**config.mk**
```make
export PLATFORM = sky130hd
export DESIGN_NAME = audio_dac_clock_tree_pll
export DESIGN_NICKNAME = d
export VERILOG_FILES = /design/src/clock_tree_pkg.sv /design/src/audio_dac_clock_tree_pll.sv
export SDC_FILE = /design/constraint.sdc
export NUM_CORES = 1
export LEC_CHECK = 0
export BUFFER_PORTS_ARGS = -buffer_cell sky130_fd_sc_hd__buf_2
export CORE_ASPECT_RATIO = 0.9
export CORE_MARGIN = 5
export CORE_UTILIZATION = 31
export CTS_CLUSTER_SIZE = 16
export DETAILED_ROUTE_END_ITERATION = 7
export PLACE_DENSITY = 0.52
export REMOVE_ABC_BUFFERS = 1
export SYNTH_ARGS = -nofsm -noshare
export SYNTH_HDL_FRONTEND = slang
export SYNTH_SLANG_ARGS = --single-unit
```
**constraint.sdc**
```tcl
create_clock -name clock -period 8.4 [get_ports clock]
set_input_delay 2.1 -clock clock [delete_from_list [all_inputs] [get_ports clock]]
set_output_delay 2.1 -clock clock [all_outputs]
set_load 0.01 [all_outputs]
```
**src/clock_tree_pkg.sv**
```systemverilog
// Constants for the audio DAC clock tree: register map, fields, resets.
// Assumes a single 250 MHz system clock and the simple register port.
`default_nettype none
package clock_tree_pkg;
   // Register offsets
   localparam logic [7:0] OFS_SOURCE     = 8'h04;
   localparam logic [7:0] OFS_PLL_CTRL   = 8'h05;
   localparam logic [7:0] OFS_PLL_J      = 8'h06;
   localparam logic [7:0] OFS_FRAC_HI    = 8'h07;
   localparam logic [7:0] OFS_FRAC_LO    = 8'h08;
   localparam logic [7:0] OFS_FIRST_DIV  = 8'h0b;
   localparam logic [7:0] OFS_SECOND_DIV = 8'h0c;
   localparam logic [7:0] OFS_OSR_HI     = 8'h0d;
   localparam logic [7:0] OFS_OSR_LO     = 8'h0e;
   localparam logic [7:0] OFS_GP_SOURCE  = 8'h19;
   localparam logic [7:0] OFS_GP_DIV     = 8'h1a;
   localparam logic [7:0] OFS_BCLK_DIR   = 8'h1b;
   localparam logic [7:0] OFS_BDIV_SRC   = 8'h1d;
   localparam logic [7:0] OFS_BCLK_DIV   = 8'h1e;
   localparam logic [7:0] OFS_STATUS     = 8'h25;
   localparam logic [7:0] OFS_GPIO_CTRL  = 8'h33;
   // Field positions
   localparam int POWER_BIT      = 7;
   localparam int BCLK_DIR_BIT   = 3;
   localparam int STATUS_L_BIT   = 7;
   localparam int STATUS_R_BIT   = 3;
   localparam int GPIO_CLKOUT_BIT = 0;
   // Values after reset
   localparam logic [7:0] RST_SOURCE   = 8'h00;
   localparam logic [7:0] RST_PLL_CTRL = 8'h11;
   localparam logic [7:0] RST_PLL_J    = 8'h04;
   localparam logic [7:0] RST_ZERO     = 8'h00;
   localparam logic [7:0] RST_DIV      = 8'h01;
   localparam logic [7:0] RST_OSR_LO   = 8'h80;
   // Timing
   localparam int CLOCK_MHZ          = 250;
   localparam int PLL_LOCK_MS        = 10;
   localparam int PLL_LOCK_CYCLES    = PLL_LOCK_MS * CLOCK_MHZ * 1000;
   localparam int SHUTDOWN_MOD_EDGES = 64;
   localparam int FRAC_SCALE         = 10000;
   typedef enum logic [1:0] {
      SRC_MCLK, SRC_BCLK, SRC_GPIO, SRC_PLL
   } root_source_t;
endpackage : clock_tree_pkg
`default_nettype wire
```
**src/audio_dac_clock_tree_pll.sv**
```systemverilog
// Audio DAC clock tree: root select, PLL model, cascaded dividers.
// Assumes pin inputs synchronous to clock; clocks are carried as
// one-cycle edge events (every edge of a pin clock is one event).
//
// Notes on behaviour
// Core root picks master, bit clock, I/O pin or PLL by two bits.
// Modulator clock is root divided by first then second 7-bit divider.
// Sample rate is modulator clock over 10-bit split oversampling ratio.
// Host powers both dividers before powering the DAC channel.
// DAC power-down runs a shutdown sequence shown by two status flags.
// Host keeps dividers up until flags show down, second off first.
// Host powers down a parent divider only after all its children.
// Bit clock output is its source divided by 1 to 128.
// Bit clock divider source is processing or modulator clock.
// I/O pin can carry a general clock divided by 1 to 128.
// General clock source is chosen by a three-bit selector.
// PLL control top bit powers the PLL on or off.
// PLL control holds pre-divider 1..8 and multiplier 1..16, both 1.
// PLL integer multiplier is six bits, 1 to 63, reset 4.
// Fraction is 14 bits, 0..9999, split upper six and lower eight.
// Fraction takes effect only when the lower byte write completes.
// PLL output is reference times R times J.D over P.
// Host keeps PLL ranges for zero fraction, multiplier product 4..259.
// Host keeps PLL ranges for nonzero fraction with R at one.
// PLL output appears about 10 ms after power-up.
// Host powers the PLL first and last when it feeds the root.
// PLL runs without the DAC and can feed the I/O pin clock.
// A divider with its power bit clear stops all clocks below it.
`default_nettype none
module audio_dac_clock_tree_pll #(
   parameter int LOCK_CYCLES = clock_tree_pkg::PLL_LOCK_CYCLES
) (
   input  wire logic       clock,
   input  wire logic       reset,
   input  wire logic       reg_write,
   input  wire logic       reg_read,
   input  wire logic [7:0] reg_addr,
   input  wire logic [7:0] reg_wdata,
   output var  logic [7:0] reg_rdata,
   input  wire logic       mclk_in,
   input  wire logic       bclk_in,
   output var  logic       bclk_out,
   output var  logic       bclk_oe,
   input  wire logic       gpio_in,
   output var  logic       gpio_out,
   output var  logic       gpio_oe,
   input  wire logic       dac_power,
   output var  logic       modulator_clock,
   output var  logic       sample_rate,
   output var  logic       pll_ready
);
   import clock_tree_pkg::*;

   // Also ends a count left above a newly lowered limit; zero means 1024
   function automatic logic last_count(input logic [9:0] cnt,
      input logic [9:0] lim);
      return cnt >= lim - 10'h001;
   endfunction

   function automatic logic [9:0] wrap_count(input logic [9:0] cnt,
      input logic [9:0] lim, input logic go);
      if (!go)
         return cnt;
      if (last_count(cnt, lim))
         return 10'h000;
      return cnt + 10'h001;
   endfunction

   logic [7:0] source_sel, pll_ctrl, pll_j, frac_hi, frac_lo;
   logic [7:0] first_div, second_div, osr_hi, osr_lo;
   logic [7:0] gp_source, gp_div, bclk_dir, bdiv_src, bclk_div, gpio_ctrl;
   logic [13:0] frac_active;
   logic mclk_q, bclk_q, gpio_q;
   logic [31:0] lock_count;
   logic pll_locked;
   logic [27:0] pll_acc;
   logic [9:0] first_cnt, second_cnt, osr_cnt, bdiv_cnt, gdiv_cnt;
   logic dac_up, shutting;
   logic [6:0] shut_cnt;

   // Pin edge events
   wire mclk_edge = mclk_in ^ mclk_q;
   wire bclk_edge = bclk_in ^ bclk_q;
   wire gpio_edge = gpio_in ^ gpio_q;

   // PLL model: fractional accumulator on the reference events
   wire        pll_on = pll_ctrl[POWER_BIT];
   wire [2:0]  pre_code = pll_ctrl[6:4];
   wire [3:0]  r_code = pll_ctrl[3:0];
   wire [3:0]  pll_p = (pre_code == 3'h0) ? 4'h8 : {1'b0, pre_code};
   wire [4:0]  pll_r = (r_code == 4'h0) ? 5'h10 : {1'b0, r_code};
   wire [5:0]  pll_jv = pll_j[5:0];
   wire [19:0] jd = 20'(pll_jv * FRAC_SCALE) + 20'(frac_active);
   wire [27:0] pll_inc = 28'(jd * pll_r);
   wire [27:0] pll_thr = 28'(pll_p * FRAC_SCALE);
   wire [1:0]  ref_sel = source_sel[3:2];
   wire ref_edge = (ref_sel == 2'h1) ? bclk_edge :
                   (ref_sel == 2'h2) ? gpio_edge : mclk_edge;
   wire pll_fire = pll_locked && (pll_acc >= pll_thr);
   wire [28:0] acc_sum = 29'(pll_acc) + (ref_edge ? 29'(pll_inc) : 29'h0)
                         - (pll_fire ? 29'(pll_thr) : 29'h0);
   wire [27:0] next_acc = acc_sum[28] ? 28'hfff_ffff : acc_sum[27:0];
   wire pll_edge = pll_fire;

   // Root select
   root_source_t root_sel;
   assign root_sel = root_source_t'(source_sel[1:0]);
   wire root_edge = (root_sel == SRC_MCLK) ? mclk_edge :
                    (root_sel == SRC_BCLK) ? bclk_edge :
                    (root_sel == SRC_GPIO) ? gpio_edge : pll_edge;

   // Divider chain; a powered-off divider passes no events
   wire first_on  = first_div[POWER_BIT];
   wire second_on = second_div[POWER_BIT];
   wire [9:0] first_lim  = {2'b00, first_div[6:0] == 7'h0, first_div[6:0]};
   wire [9:0] second_lim = {2'b00, second_div[6:0] == 7'h0,
                            second_div[6:0]};
   wire [9:0] osr_lim = {osr_hi[1:0], osr_lo};
   wire [9:0] bdiv_lim = {2'b00, bclk_div[6:0] == 7'h0, bclk_div[6:0]};
   wire [9:0] gdiv_lim = {2'b00, gp_div[6:0] == 7'h0, gp_div[6:0]};
   wire first_go  = first_on && root_edge;
   wire proc_edge = first_go && last_count(first_cnt, first_lim);
   wire second_go = second_on && proc_edge;
   wire mod_edge  = second_go && last_count(second_cnt, second_lim);
   // Zero ratio code wraps the 10-bit counter, giving 1024
   wire sample_edge = mod_edge && last_count(osr_cnt, osr_lim);

   wire bdiv_src_edge = (bdiv_src[1:0] == 2'h1) ? mod_edge : proc_edge;
   wire bdiv_edge = bdiv_src_edge && last_count(bdiv_cnt, bdiv_lim);
   wire gp_src_edge = (gp_source[2:0] == 3'h0) ? mclk_edge :
                      (gp_source[2:0] == 3'h1) ? bclk_edge :
                      (gp_source[2:0] == 3'h2) ? root_edge :
                      (gp_source[2:0] == 3'h3) ? pll_edge :
                      (gp_source[2:0] == 3'h4) ? proc_edge :
                      (gp_source[2:0] == 3'h5) ? mod_edge :
                      (gp_source[2:0] == 3'h6) ? bdiv_src_edge :
                      sample_edge;
   wire gdiv_edge = gp_src_edge && last_count(gdiv_cnt, gdiv_lim);

   // Shutdown advances only on modulator events, so dividers must stay up
   wire shut_done = shutting && mod_edge &&
                    (shut_cnt == 7'(SHUTDOWN_MOD_EDGES - 1));
   wire [7:0] status_word = {dac_up, 3'b000, dac_up, 3'b000};

   wire [7:0] read_word =
      (reg_addr == OFS_SOURCE)     ? source_sel :
      (reg_addr == OFS_PLL_CTRL)   ? pll_ctrl :
      (reg_addr == OFS_PLL_J)      ? {2'b00, pll_j[5:0]} :
      (reg_addr == OFS_FRAC_HI)    ? {2'b00, frac_hi[5:0]} :
      (reg_addr == OFS_FRAC_LO)    ? frac_lo :
      (reg_addr == OFS_FIRST_DIV)  ? first_div :
      (reg_addr == OFS_SECOND_DIV) ? second_div :
      (reg_addr == OFS_OSR_HI)     ? {6'h00, osr_hi[1:0]} :
      (reg_addr == OFS_OSR_LO)     ? osr_lo :
      (reg_addr == OFS_GP_SOURCE)  ? {5'h00, gp_source[2:0]} :
      (reg_addr == OFS_GP_DIV)     ? gp_div :
      (reg_addr == OFS_BCLK_DIR)   ? bclk_dir :
      (reg_addr == OFS_BDIV_SRC)   ? {6'h00, bdiv_src[1:0]} :
      (reg_addr == OFS_BCLK_DIV)   ? bclk_div :
      (reg_addr == OFS_STATUS)     ? status_word :
      (reg_addr == OFS_GPIO_CTRL)  ? gpio_ctrl : 8'h00;

   wire wr_frac_lo = reg_write && (reg_addr == OFS_FRAC_LO);

   always_ff @(posedge clock) begin
      if (reset) begin
         source_sel <= RST_SOURCE;
         pll_ctrl   <= RST_PLL_CTRL;
         pll_j      <= RST_PLL_J;
         frac_hi    <= RST_ZERO;
         frac_lo    <= RST_ZERO;
         first_div  <= RST_DIV;
         second_div <= RST_DIV;
         osr_hi     <= RST_ZERO;
         osr_lo     <= RST_OSR_LO;
         gp_source  <= RST_ZERO;
         gp_div     <= RST_DIV;
         bclk_dir   <= RST_ZERO;
         bdiv_src   <= RST_ZERO;
         bclk_div   <= RST_DIV;
         gpio_ctrl  <= RST_ZERO;
      end else if (reg_write) begin
         if (reg_addr == OFS_SOURCE) begin
            source_sel <= reg_wdata;
         end else if (reg_addr == OFS_PLL_CTRL) begin
            pll_ctrl <= reg_wdata;
         end else if (reg_addr == OFS_PLL_J) begin
            pll_j <= reg_wdata;
         end else if (reg_addr == OFS_FRAC_HI) begin
            frac_hi <= reg_wdata;
         end else if (reg_addr == OFS_FRAC_LO) begin
            frac_lo <= reg_wdata;
         end else if (reg_addr == OFS_FIRST_DIV) begin
            first_div <= reg_wdata;
         end else if (reg_addr == OFS_SECOND_DIV) begin
            second_div <= reg_wdata;
         end else if (reg_addr == OFS_OSR_HI) begin
            osr_hi <= reg_wdata;
         end else if (reg_addr == OFS_OSR_LO) begin
            osr_lo <= reg_wdata;
         end else if (reg_addr == OFS_GP_SOURCE) begin
            gp_source <= reg_wdata;
         end else if (reg_addr == OFS_GP_DIV) begin
            gp_div <= reg_wdata;
         end else if (reg_addr == OFS_BCLK_DIR) begin
            bclk_dir <= reg_wdata;
         end else if (reg_addr == OFS_BDIV_SRC) begin
            bdiv_src <= reg_wdata;
         end else if (reg_addr == OFS_BCLK_DIV) begin
            bclk_div <= reg_wdata;
         end else if (reg_addr == OFS_GPIO_CTRL) begin
            gpio_ctrl <= reg_wdata;
         end
      end
   end

   // Fraction swaps in whole, so the PLL never sees a half-written value
   always_ff @(posedge clock) begin
      if (reset)
         frac_active <= 14'h0000;
      else if (wr_frac_lo)
         frac_active <= {frac_hi[5:0], reg_wdata};
   end

   always_ff @(posedge clock) begin
      if (reset) begin
         mclk_q <= 1'b0;
         bclk_q <= 1'b0;
         gpio_q <= 1'b0;
      end else begin
         mclk_q <= mclk_in;
         bclk_q <= bclk_in;
         gpio_q <= gpio_in;
      end
   end

   // Lock wait restarts whenever the PLL is switched off
   always_ff @(posedge clock) begin
      if (reset || !pll_on) begin
         lock_count <= 32'h0000_0000;
         pll_locked <= 1'b0;
         pll_acc    <= 28'h000_0000;
      end else begin
         if (!pll_locked)
            lock_count <= lock_count + 32'h0000_0001;
         if (lock_count == 32'(LOCK_CYCLES - 1))
            pll_locked <= 1'b1;
         pll_acc <= pll_locked ? next_acc : 28'h000_0000;
      end
   end

   always_ff @(posedge clock) begin
      if (reset) begin
         first_cnt  <= 10'h000;
         second_cnt <= 10'h000;
         osr_cnt    <= 10'h000;
         bdiv_cnt   <= 10'h000;
         gdiv_cnt   <= 10'h000;
      end else begin
         first_cnt  <= wrap_count(first_cnt, first_lim, first_go);
         second_cnt <= wrap_count(second_cnt, second_lim, second_go);
         osr_cnt    <= wrap_count(osr_cnt, osr_lim, mod_edge);
         bdiv_cnt   <= wrap_count(bdiv_cnt, bdiv_lim, bdiv_src_edge);
         gdiv_cnt   <= wrap_count(gdiv_cnt, gdiv_lim, gp_src_edge);
      end
   end

   always_ff @(posedge clock) begin
      if (reset) begin
         dac_up   <= 1'b0;
         shutting <= 1'b0;
         shut_cnt <= 7'h00;
      end else if (dac_power) begin
         dac_up   <= 1'b1;
         shutting <= 1'b0;
         shut_cnt <= 7'h00;
      end else if (dac_up && !shutting) begin
         shutting <= 1'b1;
      end else if (shut_done) begin
         dac_up   <= 1'b0;
         shutting <= 1'b0;
      end else if (shutting && mod_edge) begin
         shut_cnt <= shut_cnt + 7'h01;
      end
   end

   always_ff @(posedge clock) begin
      if (reset) begin
         reg_rdata       <= 8'h00;
         bclk_out        <= 1'b0;
         bclk_oe         <= 1'b0;
         gpio_out        <= 1'b0;
         gpio_oe         <= 1'b0;
         modulator_clock <= 1'b0;
         sample_rate     <= 1'b0;
         pll_ready       <= 1'b0;
      end else begin
         if (reg_read)
            reg_rdata <= read_word;
         bclk_oe  <= bclk_dir[BCLK_DIR_BIT];
         gpio_oe  <= gpio_ctrl[GPIO_CLKOUT_BIT];
         bclk_out <= bclk_out ^ (bclk_dir[BCLK_DIR_BIT] && bdiv_edge);
         gpio_out <= gpio_out ^ (gpio_ctrl[GPIO_CLKOUT_BIT] && gdiv_edge);
         modulator_clock <= modulator_clock ^ mod_edge;
         sample_rate     <= sample_rate ^ sample_edge;
         pll_ready       <= pll_locked;
      end
   end
endmodule // audio_dac_clock_tree_pll
`default_nettype wire

```
==> run summary, run 1 <==
Number of standard cells after synthesis = 2352
Period Utilization, post-route = 103.2%
Remaining number of nets flagged by the antenna check after routing = 0
Worst-path cell with the longest stage delay = sky130_fd_sc_hd__fa_1
Clock tree from TritonCTS = built
RSZ-0062 raised after global routing = true
Critical path origin = pll_j[1]
Worst Path Required = 8.87 ns
Worst setup skew after layout = 0.006556 ns
Yosys reg bits = 251
Class of the most critical setup path = reg2reg
CP max stage delay = 0.55 ns
Vias in the first global route = 16166
Leakage component of the power = 9.659 nW
Buffer cell driving the clock tree root = sky130_fd_sc_hd__clkbuf_16
Register clock-pin slew on the reported worst setup and hold paths = 0.06 ns
Maximum number of pins on one net before global-route repair = 87
Num ports = 39
Endpoint of the lowest-slack register-to-register path = pll_acc[10]
Library cells used by synthesis = 74
Achievable Freq = 115.3 MHz
Capturing instance or port of the critical path = pll_acc[10]
Worst-margin pin slew = 1.340 ns
R2R depth = 40
H-tree levels = 1
Net count, final = 2755
Dpl cell area = 20690 um2
Mapped cell area = 19130 um2
Number of fill cells in the layout = 6255
Highest ir drop seen on vdd = 0.0001408 V
DRT iter0 DRCs = 958
DIE AREA = 66770 um2
Number of sinks handled by clock tree synthesis = 251
Worst skew pair latency = 0.57 ns
Wire length per cell after detailed routing = 15.91 um
Height of the chip = 245.6 um
Number of failing hold endpoints at the final stage = 0
Fin. max-slew vios = 0
Cell count of the worst hold path = 2
Weighted congestion at the end of routability-driven global placement = 0.8811
Normalized max-slew margin = 10.45%
Initial core utilization = 31.24%
Number of synthesis warnings = 0
DR pass1 iterations = 5
Areal power density over the cells = 121.0 nW/um2
Pre-CTS WS = -0.7314 ns
Max Cap Violations = 0
Share of synthesized registers carrying an async set or reset = 0%
Setup slack of the critical path after layout = -0.2704 ns
Global Route Usage Sum = 15.22%
Overall via count from detail_route = 16329
Aggregate routed wire length = 52040 um
Library cell appearing most often on the critical path = sky130_fd_sc_hd__fa_1
R2r setup slk = -0.27 ns
Primary FF master, synth = sky130_fd_sc_hd__dfxtp_1
Core Rows = 86
Status = finished, violations left
Synthesized area per cell = 8.132 um2
Worst hold path class = reg2reg
Hold-fix buffers, CTS = 0
Crit path capture type = flip-flop
Final setup violating endpoints = 27
R2r startpoint = pll_j[1]
Share of synthesized area occupied by flip-flops and latches = 26.27%
Post-route DRC = 0
Horizontal die dimension = 271.8 um
Commonest cells after routing, fill and taps aside = sky130_fd_sc_hd__dfxtp_1, sky130_fd_sc_hd__nor2_1, sky130_fd_sc_hd__nand2_1, sky130_fd_sc_hd__inv_1, sky130_fd_sc_hd__ha_1
Hold_ws = 0.4456 ns
Fraction of layout cells with a size suffix above 1 = 11.95%
Final cell count without fillers = 3271
Final period demand of the worst path = 8.670 ns
Dpl cells = 3190
Final HPWL DP = 39360 um
Leading cell type in the layout, fill and taps excluded = sky130_fd_sc_hd__dfxtp_1
Standard cell core area = 61230 um2
Initial antenna violation count = 3
Crit path DAT = 9.14 ns
Total congestion overflow = 0
Layout Area Growth over Synthesis = 16.84%
Peak fanout along the critical path = 4
Clock tree buffer depth = 3
Number of enable flip-flop cells after synthesis = 0
Failing checks = setup timing
Wire length of the first global-routing pass = 84910 um
PortBufs = 38
Cts bufs inserted = 30
Final core utilization = 36.50%
Average vias per placed instance = 4.992
Worst setup SP type = flip-flop
Area of all placed cells without fillers = 22350 um2
==> cells by family (layout without fill, tap and decap cells) <==
family / after synthesis / in the layout / share of synthesized area, %
simple gates: 842 / 842 / 21.12
compound gates: 445 / 445 / 14.46
buf+inv: 307 / 432 / 6.051
fa+ha+maj: 275 / 275 / 21.01
flops: 251 / 251 / 26.27
xor+xnor: 164 / 164 / 7.510
mux: 66 / 66 / 3.526
other cells: 2 / 4 / 0.03927
==> where the power goes <==
part	switching (mW)	leakage [nW]	internal [mW]
clock	0.536	0.463	0.734
sequential	0.00293	2.02	1.19
combinational	0.146	7.17	0.0916
==> synth_stat cells (35+ instances only) <==
| cell type | n | area (um2) |
|---|---|---|
| sky130_fd_sc_hd__mux2i_1 | 64 | 640.6 |
| sky130_fd_sc_hd__ha_1 | 198 | 2477 |
| sky130_fd_sc_hd__clkbuf_1 | 75 | 281.5 |
| sky130_fd_sc_hd__nor3_1 | 35 | 175.2 |
| sky130_fd_sc_hd__dfxtp_1 | 251 | 5025 |
| sky130_fd_sc_hd__nor2b_1 | 37 | 231.5 |
| sky130_fd_sc_hd__and2_1 | 45 | 281.5 |
| sky130_fd_sc_hd__o21ai_0 | 68 | 340.3 |
| sky130_fd_sc_hd__a21oi_1 | 192 | 960.9 |
| sky130_fd_sc_hd__nor2_1 | 248 | 930.9 |
| sky130_fd_sc_hd__nand2_1 | 238 | 893.4 |
| sky130_fd_sc_hd__xor2_1 | 81 | 709.4 |
| sky130_fd_sc_hd__inv_1 | 225 | 844.6 |
| sky130_fd_sc_hd__xnor2_1 | 83 | 727.0 |
| sky130_fd_sc_hd__a21o_1 | 37 | 277.8 |
| sky130_fd_sc_hd__nand3_1 | 72 | 360.4 |
| sky130_fd_sc_hd__fa_1 | 77 | 1541 |
==> critical path, delay by kind of cell (launching register included) <==
kind / cells / cell delay (ns)
buffers and inverters: 8 / 0.69
muxes: 1 / 0.25
xor gates and xnor gates: 2 / 0.28
adders and majority gates: 11 / 3.94
and+or+nand+nor: 7 / 1.06
DFF: 1 / 0.35
AOI/OAI and AO/OA: 11 / 1.97
==> repair_timing <==
item                                    4_1_cts  5_1_grt
gates cloned                                  2        1
pin swaps                                    24       43
buffers inserted                             13       13
endpoints found under the setup margin       28       28
resized for setup                            59       40
==> registers in the layout, summed over array words and instances (netlist names), 3 cells and up <==
register / flops
lock_count: 32
pll_acc: 28
frac_active: 14
bdiv_cnt: 10
first_cnt: 10
gdiv_cnt: 10
osr_cnt: 10
second_cnt: 10
bclk_dir: 8
bclk_div: 8
first_div: 8
frac_lo: 8
gp_div: 8
gpio_ctrl: 8
osr_lo: 8
pll_ctrl: 8
reg_rdata: 8
second_div: 8
source_sel: 8
shut_cnt: 7
frac_hi: 6
pll_j: 6
gp_source: 3
==> layer usage <==
metal | routed length (um) | GRT usage [%] | vias up | part of all wire (%)
li1 | - | - | 8252 | -
met1 | 26170 | 22.00 | 7768 | 50
met3 | 2397 | 2.498 | 55 | 4.6
met5 | 13 | 0 | - | 0.025
met4 | 903 | 2.997 | 2 | 1.7
met2 | 22560 | 24.09 | 252 | 43
==> through the flow <==
| stage | total power, mW | setup TNS [ns] |
|---|---|---|
| after global routing | 2.809 | -16.42 |
| after global placement | 1.424 | -12.12 |
| final | 2.704 | -5.156 |
| after floorplan | 1.332 | -10.77 |
| after CTS | 2.730 | -0.6404 |
| after detailed placement | 1.427 | -19.34 |
==> cell type report <==
| class | count | area [um2] | area share (%) |
|---|---|---|---|
| inverter | 226 | 850.8 | 3.807 |
| antenna | 2 | 5.005 | 0.02240 |
| tap | 792 | 991.0 | 4.434 |
| timing repair buffer | 153 | 1130 | 5.056 |
| multi-input combinational | 1794 | 13390 | 59.92 |
| clock buffer | 43 | 849.6 | 3.802 |
| clock inverter | 10 | 101.3 | 0.4535 |
| sequential | 251 | 5030 | 22.51 |
==> how the worst min path moves through the flow <==
stage           startpoint  slack, ns           to
3_5_place_dp   shut_cnt[6]       0.43  shut_cnt[6]
4_1_cts        shut_cnt[6]       0.44  shut_cnt[6]
5_1_grt        shut_cnt[6]       0.45  shut_cnt[6]
6_report       shut_cnt[6]       0.45  shut_cnt[6]
2_1_floorplan  shut_cnt[6]       0.41  shut_cnt[6]
3_3_place_gp   shut_cnt[6]       0.42  shut_cnt[6]
Power figures use the tool's default switching activity.
==> inputs of run 2 (changes only) <==
- BUFFER_PORTS_ARGS: -buffer_cell sky130_fd_sc_hd__buf_2 -> -buffer_cell sky130_fd_sc_hd__buf_4
- RECOVER_POWER: unset -> 50
- SLEW_MARGIN: unset -> 20
==> run summary, run 2 (synthesis results as in run 1) <==
Net switching power of the design = 701.9 uW
Number of fill cells in the layout = 6268
Class of the most critical setup path = reg2reg
Clock tree from TritonCTS = built
Final period demand of the worst path = 8.550 ns
Height of the chip = 245.6 um
H-tree levels = 1
Switching share of power = 24.54%
Worst hold path class = reg2reg
Worst setup SP type = flip-flop
Worst-margin pin slew = 3.532 ns
Max Cap Violations = 3
Library cell appearing most often on the critical path = sky130_fd_sc_hd__fa_1
Leakage component of the power = 9.642 nW
Fin. max-slew vios = 135
CP max stage delay = 0.56 ns
Max reg flops = 32
Vias in the first global route = 16371
Relative contribution of sequential cells to total power = 41.8%
Areal power density over the cells = 127.4 nW/um2
Dpl cells = 3188
Net count, final = 2746
Achievable Freq = 117.0 MHz
Worst setup skew after layout = 0.01645 ns
Normalized max-slew margin = -135.5%
Overall via count from detail_route = 16482
Setup TNS after final layout = -2.297 ns
Wire length of the first global-routing pass = 85880 um
RSZ-0062 raised after global routing = true
Setup slack of the critical path after layout = -0.1503 ns
DR pass1 iterations = 6
Pre-CTS WS = -0.6875 ns
Worst-path cell with the longest stage delay = sky130_fd_sc_hd__fa_1
Clock tree buffer depth = 3
Worst skew pair latency = 0.59 ns
Fraction of layout cells with a size suffix above 1 = 10.92%
PortBufs = 38
Average vias per placed instance = 5.050
Failing checks = capacitance limit, slew limit, setup timing
Number of sinks handled by clock tree synthesis = 251
Buffer cell driving the clock tree root = sky130_fd_sc_hd__clkbuf_16
Global Route Usage Sum = 15.44%
Final cell count without fillers = 3264
Aggregate routed wire length = 52580 um
ANT cells = 0
Final HPWL DP = 39670 um
Largest registers = lock_count: 32 flops, pll_acc: 28 flops, frac_active: 14 flops
Status = finished, violations left
DIE AREA = 66770 um2
Internal power = 2.158 mW
Total design power = 2.860 mW
Final core utilization = 36.66%
Worst Path Required = 8.89 ns
Period Utilization, post-route = 101.8%
Proportion of power drawn by the clock network = 50.1%
Peak fanout along the critical path = 7
Register with the most flip-flops = lock_count
Share of power burned in combinational logic = 8.1%
Number of failing hold endpoints at the final stage = 0
DRT iter0 DRCs = 1261
Wire length per cell after detailed routing = 16.11 um
Crit path DAT = 9.04 ns
Standard cell core area = 61230 um2
Initial core utilization = 31.24%
Layout Area Growth over Synthesis = 17.34%
Final setup violating endpoints = 26
Highest ir drop seen on vdd = 0.0001598 V
Cts bufs inserted = 31
Register clock-pin slew on the reported worst setup and hold paths = 0.06 ns
Maximum number of pins on one net before global-route repair = 91
Horizontal die dimension = 271.8 um
Initial antenna violation count = 1
Remaining number of nets flagged by the antenna check after routing = 0
Total congestion overflow = 0
Crit path capture type = flip-flop
Num ports = 39
Leading cell type in the layout, fill and taps excluded = sky130_fd_sc_hd__dfxtp_1
Commonest cells after routing, fill and taps aside = sky130_fd_sc_hd__dfxtp_1, sky130_fd_sc_hd__nor2_1, sky130_fd_sc_hd__nand2_1, sky130_fd_sc_hd__inv_1, sky130_fd_sc_hd__ha_1
Weighted congestion at the end of routability-driven global placement = 0.8893
Post-route DRC = 0
Core Rows = 86
-- run 2: per-stage QoR --
| step | cell area [um2] | hold WS [ns] |
|---|---|---|
| CTS | 22300 | 0.4532 |
| detailed placement | 20770 | 0.4406 |
| global route | 22440 | 0.4813 |
| floorplan | 18820 | 0.4124 |
| finish | 22440 | 0.4548 |
| global placement | 20770 | 0.4197 |
-- run 2: repair_timing --
action                                  CTS  global route
cloned                                    2             1
gates resized for setup                  61            31
pin swaps                                35            10
hold endpoints to repair                  0             0
hold buffers                              0             0
endpoints found under the setup margin   28            28
buffers inserted                         12             5
-- run 2: cell type report --
type	count	area, um2	area share, %
Multi-Input combinational cell	1794	13370	59.58
Sequential cell	251	5030	22.41
Timing Repair Buffer	143	1101	4.906
Tap cell	792	991.0	4.415
Clock buffer	46	912.1	4.064
Inverter	226	850.8	3.791
Clock inverter	12	187.7	0.8363
-- run 2: metal layers --
metal	global-route usage [%]	share of wire, %	vias to the layer above	wire length [um]
li1	-	-	8225	-
met2	24.95	44	329	23060
met4	3.252	2.1	0	1124
met3	2.195	5.1	72	2670
met1	22.03	49	7856	25720
met5	0	0	-	0
-- run 2: final timing paths --
path	start	to	cells after the start	slack, ns
hold / removal	shut_cnt[6]	shut_cnt[6]	2	0.45
setup / recovery	pll_j[0]	pll_acc[22]	43	-0.15
hold reg to reg	shut_cnt[6]	shut_cnt[6]	2	0.45
setup reg to reg	pll_j[0]	pll_acc[22]	43	-0.15
-- run 2: power by group through the flow --
| stage | logic, mW | registers [mW] | clock network (mW) |
|---|---|---|---|
| 2_1_floorplan | 0.110 | 1.22 | 0 |
| 3_3_place_gp | 0.205 | 1.22 | 0 |
| 3_5_place_dp | 0.207 | 1.22 | 0 |
| 4_1_cts | 0.224 | 1.20 | 1.47 |
| 5_1_grt | 0.253 | 1.20 | 1.51 |
| 6_report | 0.232 | 1.20 | 1.43 |
-- run 2: worst max-delay path: cells and delay by family, from the launching register on --
kind,cells,cell delay [ns]
DFF,1,0.37
AOI/OAI and AO/OA,11,1.75
muxes,1,0.23
xor gates and xnor gates,3,0.47
and+or+nand+nor,8,0.78
adders and majority gates,11,4.02
buffers and inverters,9,0.79
==> inputs of run 3 (changes only) <==
- CORE_UTILIZATION: 31 -> 41
- CTS_CLUSTER_SIZE: 16 -> 12
- PLACE_DENSITY: 0.52 -> 0.63
==> run summary, run 3 (synthesis results as in run 1) <==
R2r startpoint = pll_j[2]
Global Route Usage Sum = 19.24%
Area occupied by multi-input gates = 13410 um2
Largest registers = lock_count: 32 flops, pll_acc: 28 flops, frac_active: 14 flops
Terminating pin of the worst hold path = shut_cnt[6]
Dpl cell area = 20530 um2
Final period demand of the worst path = 8.592 ns
Initial antenna violation count = 0
Overall via count from detail_route = 16458
R2R depth = 41
Final cell count without fillers = 3089
Final HPWL DP = 37490 um
Layout Area Growth over Synthesis = 16.05%
CP max stage delay = 0.56 ns
Worst skew pair latency = 0.58 ns
Final setup violating endpoints = 28
Critical path origin = pll_j[2]
Class of the most critical setup path = reg2reg
Setup slack of the critical path after layout = -0.1922 ns
Worst-margin pin slew = 4.042 ns
DIE AREA = 51070 um2
Wire length per cell after detailed routing = 16.27 um
Height of the chip = 214.9 um
Register clock-pin slew on the reported worst setup and hold paths = 0.06 ns
Fraction of layout cells with a size suffix above 1 = 11.36%
Vias in the first global route = 16027
Commonest cells after routing, fill and taps aside = sky130_fd_sc_hd__dfxtp_1, sky130_fd_sc_hd__nor2_1, sky130_fd_sc_hd__nand2_1, sky130_fd_sc_hd__inv_1, sky130_fd_sc_hd__ha_1
Highest ir drop seen on vdd = 0.0001396 V
Number of sinks handled by clock tree synthesis = 251
Standard cell core area = 46360 um2
R2r setup slk = -0.19 ns
Number of failing hold endpoints at the final stage = 0
Combined flip-flop and latch cell area = 5031 um2
Weighted congestion at the end of routability-driven global placement = 0.9351
Area of all placed cells without fillers = 22200 um2
Leading cell type in the layout, fill and taps excluded = sky130_fd_sc_hd__dfxtp_1
Worst setup skew after layout = 0.03156 ns
Initial core utilization = 41.26%
Aggregate routed wire length = 50250 um
Cts bufs inserted = 30
Worst setup SP type = flip-flop
Number of fill cells in the layout = 4444
Failing checks = capacitance limit, slew limit, setup timing
HP Start = shut_cnt[6]
DR pass1 iterations = 7
Worst hold path class = reg2reg
Dpl cells = 3010
Status = finished, violations left
Max reg flops = 32
Horizontal die dimension = 237.7 um
Num ports = 39
Fin. max-slew vios = 132
Leakage component of the power = 9.608 nW
Core Rows = 75
Post-route DRC = 0
RSZ-0062 raised after global routing = true
Clock tree from TritonCTS = built
Register with the most flip-flops = lock_count
Wire length of the first global-routing pass = 82990 um
Clock tree buffer depth = 3
Remaining number of nets flagged by the antenna check after routing = 0
Period Utilization, post-route = 102.3%
Areal power density over the cells = 124.3 nW/um2
Endpoint of the lowest-slack register-to-register path = pll_acc[5]
Worst Path Required = 8.87 ns
Average vias per placed instance = 5.328
H-tree levels = 1
Maximum number of pins on one net before global-route repair = 90
Crit path DAT = 9.06 ns
Achievable Freq = 116.4 MHz
Max Cap Violations = 2
Worst-path cell with the longest stage delay = sky130_fd_sc_hd__fa_1
PortBufs = 38
Peak fanout along the critical path = 4
Total congestion overflow = 0
Crit path capture type = flip-flop
DRT iter0 DRCs = 1081
Setup TNS after final layout = -3.623 ns
Buffer cell driving the clock tree root = sky130_fd_sc_hd__clkbuf_16
Cell count of the worst hold path = 2
Net count, final = 2750
Normalized max-slew margin = -169.5%
ANT cells = 0
==> run 3: worst max-delay path: cells and delay by family, from the launching register on <==
family	cells	cell delay, ns
fa+ha+maj	11	3.99
compound gates	11	1.82
simple gates	7	1.06
buf+inv	9	0.79
flops	1	0.33
xor+xnor	2	0.28
mux	1	0.23
==> run 3: how the worst max path moves through the flow <==
| stage | cells past startpoint | end |
|---|---|---|
| finish | 41 | pll_acc[5] |
| global route | 42 | pll_acc[4] |
| CTS | 38 | pll_acc[4] |
| detailed placement | 40 | pll_acc[1] |
| global placement | 40 | pll_acc[1] |
| floorplan | 39 | pll_acc[1] |
==> run 3: repair_timing <==
action                     4_1_cts  5_1_grt
buffers inserted                15        9
cloned                           2        1
pin swaps                       30       41
setup endpoints to repair       28       28
gates resized for setup         71       36
hold buffers                     0        0
==> run 3: through the flow <==
| step | util, % | setup slack (ns) | power [mW] | hold WS, ns |
|---|---|---|---|---|
| floorplan | - | -0.4301 | 1.332 | 0.4124 |
| global placement | 44.30 | -0.3526 | 1.425 | 0.4202 |
| detailed placement | 44.30 | -0.7438 | 1.427 | 0.4260 |
| CTS | 47.52 | -0.09650 | 2.775 | 0.4347 |
| global route | 47.88 | -0.6042 | 2.861 | 0.4591 |
| finish | 47.88 | -0.1922 | 2.759 | 0.4387 |
==> run 3: cell type report <==
cell class                      instances  share of cell area (%)
Timing Repair Buffer                  148                   5.124
Clock buffer                           42                   3.811
Sequential cell                       251                   22.67
Multi-Input combinational cell       1794                   60.40
Inverter                              226                   3.822
Clock inverter                         12                  0.7046
Tap cell                              616                   3.472
==> run 3: power by group <==
group | leakage, nW | switching, mW | internal, mW
sequential | 2.02 | 0.00296 | 1.19
clock | 0.491 | 0.531 | 0.792
combinational | 7.09 | 0.144 | 0.0954
total | 9.61 | 0.678 | 2.08
==> run 3: per-layer routing <==
| layer | vias up | share of wire, % | track usage, % |
|---|---|---|---|
| li1 | 8233 | - | - |
| met1 | 7781 | 48 | 27.73 |
| met2 | 378 | 43 | 29.96 |
| met3 | 66 | 6.3 | 3.474 |
| met4 | 0 | 2.6 | 4.713 |
| met5 | - | 0 | 0 |
